## src/pkg/rxei_consts.vh

```
// offsets, field positions, reset values and timing counts of the receiver status block
// assumes a 20 MHz system clock and 32-bit APB with one register per word
`ifndef RXEI_CONSTS_VH
`define RXEI_CONSTS_VH

// register indices, byte address is four times the index
`define RXEI_IDX_CLK 8'h00
`define RXEI_IDX_FMT 8'h01
`define RXEI_IDX_IO1 8'h03
`define RXEI_IDX_MASK_A 8'h04
`define RXEI_IDX_MASK_B 8'h05
`define RXEI_IDX_STAT0 8'h06
`define RXEI_IDX_CS0 8'h08
`define RXEI_IDX_CS4 8'h0C
`define RXEI_IDX_Q0 8'h19
`define RXEI_IDX_Q9 8'h22

// field positions
`define RXEI_CLK_SRC_LSB 4
`define RXEI_FMT_LSB 4
`define RXEI_HOLD_LSB 6

// status / mask bit positions
`define RXEI_B_PAR 0
`define RXEI_B_NON_AUDIO_FLAG 1
`define RXEI_B_PEM 2
`define RXEI_B_DTS 3
`define RXEI_B_UNLCK 4
`define RXEI_B_CHSTAT_CHANGE_FLAG 5
`define RXEI_B_AUTO 6
`define RXEI_B_SUBQ_CHANGE_FLAG 7

// reset values; a mask bit of one hides the event from the pin
`define RXEI_RST_CLK_SRC 2'h0
`define RXEI_RST_FMT 3'h4
`define RXEI_RST_HOLD 2'h0
`define RXEI_RST_MASK_A 8'hEE
`define RXEI_RST_MASK_B 8'hB5

// clock source code that turns the loop off
`define RXEI_CLK_PLL_OFF 2'h1

// channel status bit positions
`define RXEI_CS_NONAUDIO 1
`define RXEI_CS_EMPH 3

// timing
`define RXEI_NONPCM_FRAMES 12'hFFF
`define RXEI_HOLD_FS 1024
`define RXEI_CLK_HZ 20000000
`define RXEI_BCLK_HZ 2500000
`define RXEI_BCLK_HALF_CYC (`RXEI_CLK_HZ / (2 * `RXEI_BCLK_HZ))

`endif

```

## src/logic/rxei_link_sync.v

```verilog
// two-stage synchroniser with edge detection for one pin from outside the clock domain
// assumes the pin toggles slower than a quarter of the system clock rate
`timescale 1ns/1ps
module rxei_link_sync (
	// clock and reset
	input wire i_clock,
	input wire i_reset_n,
	// pin side
	input wire i_pin,
	// synchronised side
	output wire o_level,
	output wire o_rise,
	output wire o_fall
);
	reg meta_reg;
	reg sync_reg;
	reg last_reg;

	always @(posedge i_clock or negedge i_reset_n) begin
		if (!i_reset_n) begin
			meta_reg <= 1'b0;
			sync_reg <= 1'b0;
			last_reg <= 1'b0;
		end else begin
			meta_reg <= i_pin;
			sync_reg <= meta_reg;
			last_reg <= sync_reg;
		end
	end

	assign o_level = sync_reg;
	assign o_rise = sync_reg & ~last_reg;
	assign o_fall = ~sync_reg & last_reg;
endmodule // rxei_link_sync

```

## src/logic/rxei_irq_hold.v

```verilog
// interrupt pin driver with a hold time counted in sample periods
// assumes i_fs_tick pulses once per audio frame
`timescale 1ns/1ps
module rxei_irq_hold (
	// clock and reset
	input wire i_clock,
	input wire i_reset_n,
	// control
	input wire i_event,
	input wire i_fs_tick,
	input wire i_force_low,
	input wire [12:0] i_hold_len,
	// pin
	output wire o_irq
);
	reg irq_reg;
	reg [12:0] cnt_reg;

	always @(posedge i_clock or negedge i_reset_n) begin
		if (!i_reset_n) begin
			irq_reg <= 1'b0;
			cnt_reg <= 13'h0000;
		end else if (i_force_low) begin
			irq_reg <= 1'b0;
			cnt_reg <= 13'h0000;
		end else if (i_event) begin
			// an event inside the hold window restarts the count
			irq_reg <= 1'b1;
			cnt_reg <= i_hold_len;
		end else if (irq_reg && i_fs_tick) begin
			if (cnt_reg <= 13'h0001)
				irq_reg <= 1'b0;
			cnt_reg <= (cnt_reg == 13'h0000) ? 13'h0000 : cnt_reg - 13'h0001;
		end
	end

	assign o_irq = irq_reg;
endmodule // rxei_irq_hold

```

## src/logic/rxei_top.v

```verilog
// receiver status flags, interrupt pins and serial audio output port
// assumes receiver core strobes on i_clock; audio port pins are asynchronous
// Operation
// - unlock flag follows loss of loop lock
// - coding error flag sticky until status read
// - non-PCM flag re-evaluated every 4096 frames
// - compressed-CD flag evaluated per its sync
// - non-audio and emphasis mirror channel status
// - subcode change flag sticky until read
// - channel status change flag sticky until read
// - PLL-off clock source forces both pins low
// - pin A holds for programmable sample periods
// - pin B falls as soon as events clear
// - per-pin masks gate eight events, flags untouched
// - reset masks: A lock/coding, B stream flags
// - parallel mode fixes unmasked pin combinations
// - captured status kept while lock lost
// - repeat last good sub-frame on error
// - zeros when unlocked unless auxiliary input used
// - MSB first, launch falling, sample rising
// - format code selects eight serial layouts
// - master formats drive clocks; slave formats receive
// - short formats truncate low bits
// - auxiliary input left-justified or I2S, mode gated
//
// The placing of the registers and the APB slave port are this design's own decisions.
`timescale 1ns/1ps
`include "rxei_consts.vh"
module rxei_top #(
	parameter HOLD_BASE = `RXEI_HOLD_FS
) (
	// clock and reset
	input wire i_clock,
	input wire i_reset_n,
	// apb slave
	input wire i_psel,
	input wire i_penable,
	input wire i_pwrite,
	input wire [11:0] i_paddr,
	input wire [31:0] i_pwdata,
	output wire [31:0] o_prdata,
	output wire o_pready,
	output wire o_pslverr,
	// receiver core events
	input wire i_lock_lost,
	input wire i_subframe_strobe,
	input wire i_coding_err,
	input wire i_frame_strobe,
	input wire i_nonpcm_hit,
	input wire i_ccd_sync,
	input wire i_ccd_hit,
	input wire i_cs_strobe,
	input wire [39:0] i_cs_bits,
	input wire i_subq_strobe,
	input wire [79:0] i_subq_bits,
	// received samples
	input wire i_sample_strobe,
	input wire i_sample_err,
	input wire [23:0] i_sample_left,
	input wire [23:0] i_sample_right,
	// mode pin
	input wire i_parallel_mode,
	// audio serial port
	input wire i_bit_clock,
	output wire o_bit_clock,
	output wire o_bit_clock_oe,
	input wire i_word_clock,
	output wire o_word_clock,
	output wire o_word_clock_oe,
	input wire i_aux_serial_in,
	output wire o_serial_audio_out,
	// interrupt pins
	output wire o_irq_pin_a,
	output wire o_irq_pin_b
);
	reg [1:0] clk_src_reg;
	reg [2:0] fmt_reg;
	reg [1:0] hold_sel_reg;
	reg [7:0] mask_a_reg;
	reg [7:0] mask_b_reg;
	reg coding_error_flag_reg;
	reg nonpcm_detect_flag_reg;
	reg nonpcm_seen_reg;
	reg [11:0] frame_cnt_reg;
	reg compressed_cd_flag_reg;
	reg non_audio_flag_reg;
	reg emphasis_flag_reg;
	reg subq_change_flag_reg;
	reg chstat_change_flag_reg;
	reg [39:0] cs_reg;
	reg [79:0] subq_reg;
	reg [23:0] held_left_reg;
	reg [23:0] held_right_reg;
	reg [31:0] prdata_reg;
	reg pslverr_reg;
	reg par_meta_reg;
	reg par_sync_reg;
	reg aux_meta_reg;
	reg aux_sync_reg;
	wire [7:0] idx = i_paddr[9:2];
	wire apb_acc = i_psel & i_penable;
	wire apb_wr = apb_acc & i_pwrite;
	wire rd_stat = apb_acc & ~i_pwrite & (idx == `RXEI_IDX_STAT0);

	function mapped;
		input [7:0] a;
		begin
			mapped = (a == `RXEI_IDX_CLK) || (a == `RXEI_IDX_FMT) || (a == `RXEI_IDX_IO1) ||
				(a == `RXEI_IDX_MASK_A) || (a == `RXEI_IDX_MASK_B) ||
				(a == `RXEI_IDX_STAT0) ||
				(a >= `RXEI_IDX_CS0 && a <= `RXEI_IDX_CS4) ||
				(a >= `RXEI_IDX_Q0 && a <= `RXEI_IDX_Q9);
		end
	endfunction
	// control registers
	always @(posedge i_clock or negedge i_reset_n) begin
		if (!i_reset_n) begin
			clk_src_reg <= `RXEI_RST_CLK_SRC;
			fmt_reg <= `RXEI_RST_FMT;
			hold_sel_reg <= `RXEI_RST_HOLD;
			mask_a_reg <= `RXEI_RST_MASK_A;
			mask_b_reg <= `RXEI_RST_MASK_B;
		end else if (apb_wr) begin
			case (idx)
				`RXEI_IDX_CLK: clk_src_reg <= i_pwdata[`RXEI_CLK_SRC_LSB+1:`RXEI_CLK_SRC_LSB];
				`RXEI_IDX_FMT: fmt_reg <= i_pwdata[`RXEI_FMT_LSB+2:`RXEI_FMT_LSB];
				`RXEI_IDX_IO1: hold_sel_reg <= i_pwdata[`RXEI_HOLD_LSB+1:`RXEI_HOLD_LSB];
				`RXEI_IDX_MASK_A: mask_a_reg <= i_pwdata[7:0];
				`RXEI_IDX_MASK_B: mask_b_reg <= i_pwdata[7:0];
				default: clk_src_reg <= clk_src_reg;
			endcase
		end
	end

	// event flags; a set in the cycle of the clearing read wins
	always @(posedge i_clock or negedge i_reset_n) begin
		if (!i_reset_n) begin
			coding_error_flag_reg <= 1'b0;
			nonpcm_detect_flag_reg <= 1'b0;
			nonpcm_seen_reg <= 1'b0;
			frame_cnt_reg <= 12'h000;
			compressed_cd_flag_reg <= 1'b0;
			non_audio_flag_reg <= 1'b0;
			emphasis_flag_reg <= 1'b0;
			subq_change_flag_reg <= 1'b0;
			chstat_change_flag_reg <= 1'b0;
			cs_reg <= 40'h00_0000_0000;
			subq_reg <= 80'h0000_0000_0000_0000_0000;
		end else begin
			if (i_subframe_strobe && i_coding_err)
				coding_error_flag_reg <= 1'b1;
			else if (rd_stat)
				coding_error_flag_reg <= 1'b0;
			if (i_frame_strobe) begin
				frame_cnt_reg <= frame_cnt_reg + 12'h001;
				if (frame_cnt_reg == `RXEI_NONPCM_FRAMES) begin
					nonpcm_detect_flag_reg <= nonpcm_seen_reg | i_nonpcm_hit;
					nonpcm_seen_reg <= 1'b0;
				end else if (i_nonpcm_hit)
					nonpcm_seen_reg <= 1'b1;
			end
			if (i_ccd_sync)
				compressed_cd_flag_reg <= i_ccd_hit;
			if (i_cs_strobe && !i_lock_lost) begin
				cs_reg <= i_cs_bits;
				non_audio_flag_reg <= i_cs_bits[`RXEI_CS_NONAUDIO];
				emphasis_flag_reg <= i_cs_bits[`RXEI_CS_EMPH];
			end
			if (i_cs_strobe && !i_lock_lost && (i_cs_bits != cs_reg))
				chstat_change_flag_reg <= 1'b1;
			else if (rd_stat)
				chstat_change_flag_reg <= 1'b0;
			if (i_subq_strobe && !i_lock_lost)
				subq_reg <= i_subq_bits;
			if (i_subq_strobe && !i_lock_lost && (i_subq_bits != subq_reg))
				subq_change_flag_reg <= 1'b1;
			else if (rd_stat)
				subq_change_flag_reg <= 1'b0;
		end
	end
	wire [7:0] status = {subq_change_flag_reg, nonpcm_detect_flag_reg, chstat_change_flag_reg,
		i_lock_lost, compressed_cd_flag_reg, emphasis_flag_reg, non_audio_flag_reg,
		coding_error_flag_reg};
	// apb read data, zero wait states
	always @* begin
		prdata_reg = 32'h0000_0000;
		pslverr_reg = 1'b0;
		if (i_psel && !mapped(idx))
			pslverr_reg = 1'b1;
		else if (idx >= `RXEI_IDX_CS0 && idx <= `RXEI_IDX_CS4)
			prdata_reg[7:0] = cs_reg[{idx[2:0], 3'h0} +: 8];
		else if (idx >= `RXEI_IDX_Q0 && idx <= `RXEI_IDX_Q9)
			prdata_reg[7:0] = subq_reg[{idx[3:0] - 4'h9, 3'h0} +: 8];
		else begin
			case (idx)
				`RXEI_IDX_CLK: prdata_reg[`RXEI_CLK_SRC_LSB+1:`RXEI_CLK_SRC_LSB] = clk_src_reg;
				`RXEI_IDX_FMT: prdata_reg[`RXEI_FMT_LSB+2:`RXEI_FMT_LSB] = fmt_reg;
				`RXEI_IDX_IO1: prdata_reg[`RXEI_HOLD_LSB+1:`RXEI_HOLD_LSB] = hold_sel_reg;
				`RXEI_IDX_MASK_A: prdata_reg[7:0] = mask_a_reg;
				`RXEI_IDX_MASK_B: prdata_reg[7:0] = mask_b_reg;
				`RXEI_IDX_STAT0: prdata_reg[7:0] = status;
				default: prdata_reg = 32'h0000_0000;
			endcase
		end
	end
	assign o_prdata = prdata_reg;
	assign o_pready = 1'b1;
	assign o_pslverr = pslverr_reg;
	// mode pin and auxiliary data pin synchronisers
	always @(posedge i_clock or negedge i_reset_n) begin
		if (!i_reset_n) begin
			par_meta_reg <= 1'b0;
			par_sync_reg <= 1'b0;
			aux_meta_reg <= 1'b0;
			aux_sync_reg <= 1'b0;
		end else begin
			par_meta_reg <= i_parallel_mode;
			par_sync_reg <= par_meta_reg;
			aux_meta_reg <= i_aux_serial_in;
			aux_sync_reg <= aux_meta_reg;
		end
	end
	// parallel mode uses the reset masks, software masks are ignored
	wire [7:0] eff_mask_a = par_sync_reg ? `RXEI_RST_MASK_A : mask_a_reg;
	wire [7:0] eff_mask_b = par_sync_reg ? `RXEI_RST_MASK_B : mask_b_reg;
	wire pll_off = (clk_src_reg == `RXEI_CLK_PLL_OFF);
	wire event_a = |(status & ~eff_mask_a);
	wire event_b = |(status & ~eff_mask_b);
	wire [12:0] hold_len = (hold_sel_reg == 2'h0) ? HOLD_BASE[12:0] :
		(hold_sel_reg == 2'h1) ? {HOLD_BASE[11:0], 1'b0} :
		(hold_sel_reg == 2'h2) ? {HOLD_BASE[10:0], 2'h0} : {1'b0, HOLD_BASE[12:1]};
	wire fs_tick;
	rxei_irq_hold u_hold_a (
		.i_clock(i_clock),
		.i_reset_n(i_reset_n),
		.i_event(event_a),
		.i_fs_tick(fs_tick),
		.i_force_low(pll_off),
		.i_hold_len(hold_len),
		.o_irq(o_irq_pin_a)
	);
	assign o_irq_pin_b = event_b & ~pll_off;
	// audio serial port
	wire slave = fmt_reg[2] & fmt_reg[1];
	wire i2s = (fmt_reg == 3'h5) || (fmt_reg == 3'h7);
	wire bck_lvl;
	wire bck_rise;
	wire bck_fall;
	wire wck_lvl;
	reg [7:0] div_reg;
	reg bclk_reg;
	reg [5:0] bit_cnt_reg;
	reg wclk_reg;
	reg half_reg;
	reg [31:0] shift_reg;
	reg sdo_reg;
	reg [5:0] rx_cnt_reg;
	reg [23:0] aux_shift_reg;
	reg [23:0] aux_left_reg;
	reg [23:0] aux_right_reg;
	reg rx_half_reg;
	rxei_link_sync u_bck_sync (
		.i_clock(i_clock),
		.i_reset_n(i_reset_n),
		.i_pin(i_bit_clock),
		.o_level(bck_lvl),
		.o_rise(bck_rise),
		.o_fall(bck_fall)
	);
	rxei_link_sync u_wck_sync (
		.i_clock(i_clock),
		.i_reset_n(i_reset_n),
		.i_pin(i_word_clock),
		.o_level(wck_lvl),
		.o_rise(),
		.o_fall()
	);

	wire m_tick = (div_reg == `RXEI_BCLK_HALF_CYC - 1);
	wire fall_ev = slave ? bck_fall : (m_tick & bclk_reg);
	wire rise_ev = slave ? bck_rise : (m_tick & ~bclk_reg);
	wire [5:0] bit_cnt_next = bit_cnt_reg + 6'h01;
	wire wclk_now = slave ? wck_lvl : (bit_cnt_next[5] ^ ~i2s);
	wire right_half = wclk_now ^ ~i2s;
	wire use_aux = (clk_src_reg == 2'h1) || (clk_src_reg == 2'h3) ||
		((clk_src_reg == 2'h2) && i_lock_lost);
	wire [23:0] rx_word = right_half ? held_right_reg : held_left_reg;
	wire [23:0] aux_word = right_half ? aux_right_reg : aux_left_reg;
	wire [23:0] src_word = use_aux ? aux_word : (i_lock_lost ? 24'h00_0000 : rx_word);
	reg [31:0] load_word;

	// 16-, 18- and 20-bit right-justified widths drop the low bits of the sub-frame sample; 24-bit keeps all
	always @* begin
		case (fmt_reg)
			3'h0: load_word = {16'h0000, src_word[23:8]};
			3'h1: load_word = {14'h0000, src_word[23:6]};
			3'h2: load_word = {12'h000, src_word[23:4]};
			3'h3: load_word = {8'h00, src_word};
			3'h5, 3'h7: load_word = {1'b0, src_word, 7'h00};
			default: load_word = {src_word, 8'h00};
		endcase
	end

	// last error-free samples
	always @(posedge i_clock or negedge i_reset_n) begin
		if (!i_reset_n) begin
			held_left_reg <= 24'h00_0000;
			held_right_reg <= 24'h00_0000;
		end else if (i_sample_strobe && !i_sample_err) begin
			held_left_reg <= i_sample_left;
			held_right_reg <= i_sample_right;
		end
	end

	// master clock generation and output shifter
	always @(posedge i_clock or negedge i_reset_n) begin
		if (!i_reset_n) begin
			div_reg <= 8'h00;
			bclk_reg <= 1'b1;
			bit_cnt_reg <= 6'h3F;
			wclk_reg <= 1'b0;
			half_reg <= 1'b0;
			shift_reg <= 32'h0000_0000;
			sdo_reg <= 1'b0;
		end else begin
			div_reg <= m_tick ? 8'h00 : div_reg + 8'h01;
			if (m_tick)
				bclk_reg <= ~bclk_reg;
			if (fall_ev) begin
				bit_cnt_reg <= bit_cnt_next;
				wclk_reg <= wclk_now;
				half_reg <= right_half;
				if (right_half != half_reg) begin
					sdo_reg <= load_word[31];
					shift_reg <= {load_word[30:0], 1'b0};
				end else begin
					sdo_reg <= shift_reg[31];
					shift_reg <= {shift_reg[30:0], 1'b0};
				end
			end
		end
	end
	assign fs_tick = fall_ev & right_half & ~half_reg;
	// auxiliary input capture on rising bit clock; count k marks bit k of the half
	always @(posedge i_clock or negedge i_reset_n) begin
		if (!i_reset_n) begin
			rx_cnt_reg <= 6'h00;
			rx_half_reg <= 1'b0;
			aux_shift_reg <= 24'h00_0000;
			aux_left_reg <= 24'h00_0000;
			aux_right_reg <= 24'h00_0000;
		end else if (rise_ev) begin
			aux_shift_reg <= {aux_shift_reg[22:0], aux_sync_reg};
			rx_half_reg <= half_reg;
			rx_cnt_reg <= (half_reg != rx_half_reg) ? 6'h01 : rx_cnt_reg + 6'h01;
			if (rx_cnt_reg == (i2s ? 6'h18 : 6'h17)) begin
				if (half_reg)
					aux_right_reg <= {aux_shift_reg[22:0], aux_sync_reg};
				else
					aux_left_reg <= {aux_shift_reg[22:0], aux_sync_reg};
			end
		end
	end

	assign o_bit_clock = bclk_reg;
	assign o_bit_clock_oe = ~slave;
	assign o_word_clock = wclk_reg;
	assign o_word_clock_oe = ~slave;
	assign o_serial_audio_out = sdo_reg;
endmodule // rxei_top

```

## config.mk

```make
export PLATFORM = sky130hd
export DESIGN_NAME = rxei_top
export DESIGN_NICKNAME = d
export VERILOG_FILES = /design/src/logic/rxei_link_sync.v /design/src/logic/rxei_irq_hold.v /design/src/logic/rxei_top.v
export VERILOG_INCLUDE_DIRS = /design/src /design/src/pkg
export SDC_FILE = /design/constraint.sdc
export NUM_CORES = 1
export LEC_CHECK = 0
export ABC_AREA = 1
export BUFFER_PORTS_ARGS = -buffer_cell sky130_fd_sc_hd__buf_4
export CORE_UTILIZATION = 37
export CTS_CLUSTER_DIAMETER = 50
export DETAILED_ROUTE_END_ITERATION = 12
export HOLD_SLACK_MARGIN = 0.1
export SYNTH_ARGS = -nofsm -noshare
export SYNTH_HDL_FRONTEND = slang
export SYNTH_HIERARCHICAL = 1
export SYNTH_SLANG_ARGS = --single-unit
```

## constraint.sdc

```tcl
create_clock -name i_clock -period 4.6 [get_ports i_clock]
set_input_delay 0.92 -clock i_clock [delete_from_list [all_inputs] [get_ports i_clock]]
set_output_delay 0.92 -clock i_clock [all_outputs]
set_load 0.02 [all_outputs]
```

==> reports/metrics.cfg <==
[cells_and_area]
layout_common_cells=830 x nand2_1, 340 x dfrtp_1, 267 x inv_1, 250 x buf_4, 203 x o21ai_0
drive_gt1_frac=0.1505
largest_register_ffs=80
fillers=5156
area_growth_pct=20.61
nets=3027
regArea_um2=9007
fin_cells=3512
antennaDiodeCount=0
layout_commonest_cell=nand2_1
multi_input_area_um2=9034

[timing]
finalClockSkew_ps=19.71
fin_ws_ps=276.3
min_period_ps=4324
hold_violations=0
rsz0062_at_grt=false
worstMarginPinSlew_ps=1001
drv_slew=0
finalSetupViolations=0
timing.fmax_ghz=0.2313
fin_crit_sh=0.9399
setup-tns-final_ps=0
maxSlewHeadroom=0.3319

[outcome]
outcome=finished clean

[clocking]
root_buffer=clkbuf_16
post_cts_buffers=0
htreeDepth=2
clkTransAtPathRegs_ps=50
numCtsBuffers=49
cts.sinks=359
cts_buffer_depth=3
cts_resized=0
ctsHoldBuffers=0
cts_tree=done
clk_latency_ps=590

[global_routing]
grt_pass1_vias=16980
antenna_found_initial=0
grt_overflow_total=0
grt_max_degree=88
grt.total_usage=0.2185
grt_pass1_wl_um=92850

[critical_path]
cp_data_arrival_time_ps=3400
end_kind=output port
required_ps=3680
start_kind=input pin
cp_max_fo=20
crit_type=in -> out

[floorplanning]
core.rowCount=84
ios=273
fp.coreArea_um2=52450
die_area_um2=53960
die_w_um=232.3
die_h_um=232.3
start_util=0.3742

[power_and_ir_drop]
power_density_nw_per_um2=374.4
leakagePower_nw=11.46
ir_worst_vdd_v=0.0002982
total_power_mw=8.862

[yosys]
yosysWarnings=6
synthesis.area_um2=19620
syn_inst=2580
synth_area_per_cell_um2=7.606

[route]
drt_iter0_drc=1426
wl_per_cell_um=16.66
vias_per_cell=5.019
route.detailed.drc=0
vias=17630
drt-total-wl_um=58530
drt.antenna.violating_nets=0
dr.pass1.iters=6

[placed_design]
dp.final_hpwl_um=42340
io_buffers=219
post-place-cells=3421
gp_congestion=0.9889
pre_cts_ws_ps=387.2

[hold_path]
hold_path_class=in -> async

[flow_run]
max_cap_viol_count=0

## per-layer routing
layer,up-vias,part of all wire,GRT usage
met3,101,0.056,0.03193
met5,-,0,0
met4,0,0.028,0.06949
met1,8381,0.45,0.2997
li1,8592,-,-
met2,553,0.46,0.3531
## worst max-delay path: stages
cell and delay, ps:
buf_4 210, inv_1 120, ha_1 370, buf_4 210, nand2_1 80, a21oi_1 40
o311ai_0 620, a31oi_1 250, o2111ai_1 160, o21ai_0 180, inv_1 90, buf_4 130
## final timing paths
kind / from / end / slack [ps] / cells after the start
worst min register to register: u_bck_sync/meta_reg$_DFF_PN0_ / u_bck_sync/o_level$_DFF_PN0_ / 350 / 0
worst max-delay path: i_paddr[2] / o_prdata[6] / 280 / 12
min in group i_clock: u_bck_sync/meta_reg$_DFF_PN0_ / u_bck_sync/o_level$_DFF_PN0_ / 350 / 0
worst min-delay path: i_reset_n / cs_reg[21]$_DFFE_PN0P_ / 330 / 1
worst max register to register: bit_cnt_reg[0]$_DFFE_PN1P_ / shift_reg[4]$_DFFE_PN0P_ / 1490 / 14
max in group asynchronous: i_reset_n / bit_cnt_reg[3]$_DFFE_PN1P_ / 3220 / 2
## final cells by class
cell class / instances / area share
clock inverter: 27 / 0.01808
timing repair buffer: 254 / 0.08247
multi-input combinational: 1842 / 0.3817
clock buffer: 64 / 0.05677
inverter: 278 / 0.04409
sequential: 359 / 0.3806
tap: 688 / 0.03637
## per-stage QoR
stage          area (um2)  utilization  hold slack [ps]
2_1_floorplan       19740            -            331.2
3_3_place_gp        21900       0.4175            332.4
3_5_place_dp        21900       0.4175            337.9
4_1_cts             23670       0.4513            347.1
5_1_grt             23670       0.4513            354.5
6_report            23670       0.4513            333.6
## power by group
part           total (mW)  switching, mW  leakage, nW  internal [mW]
Combinational        1.12          0.658         6.21          0.464
Sequential           3.61          0.215         4.39           3.40
Clock                4.13           1.54        0.862           2.59
(Power assumes the default switching activity.)
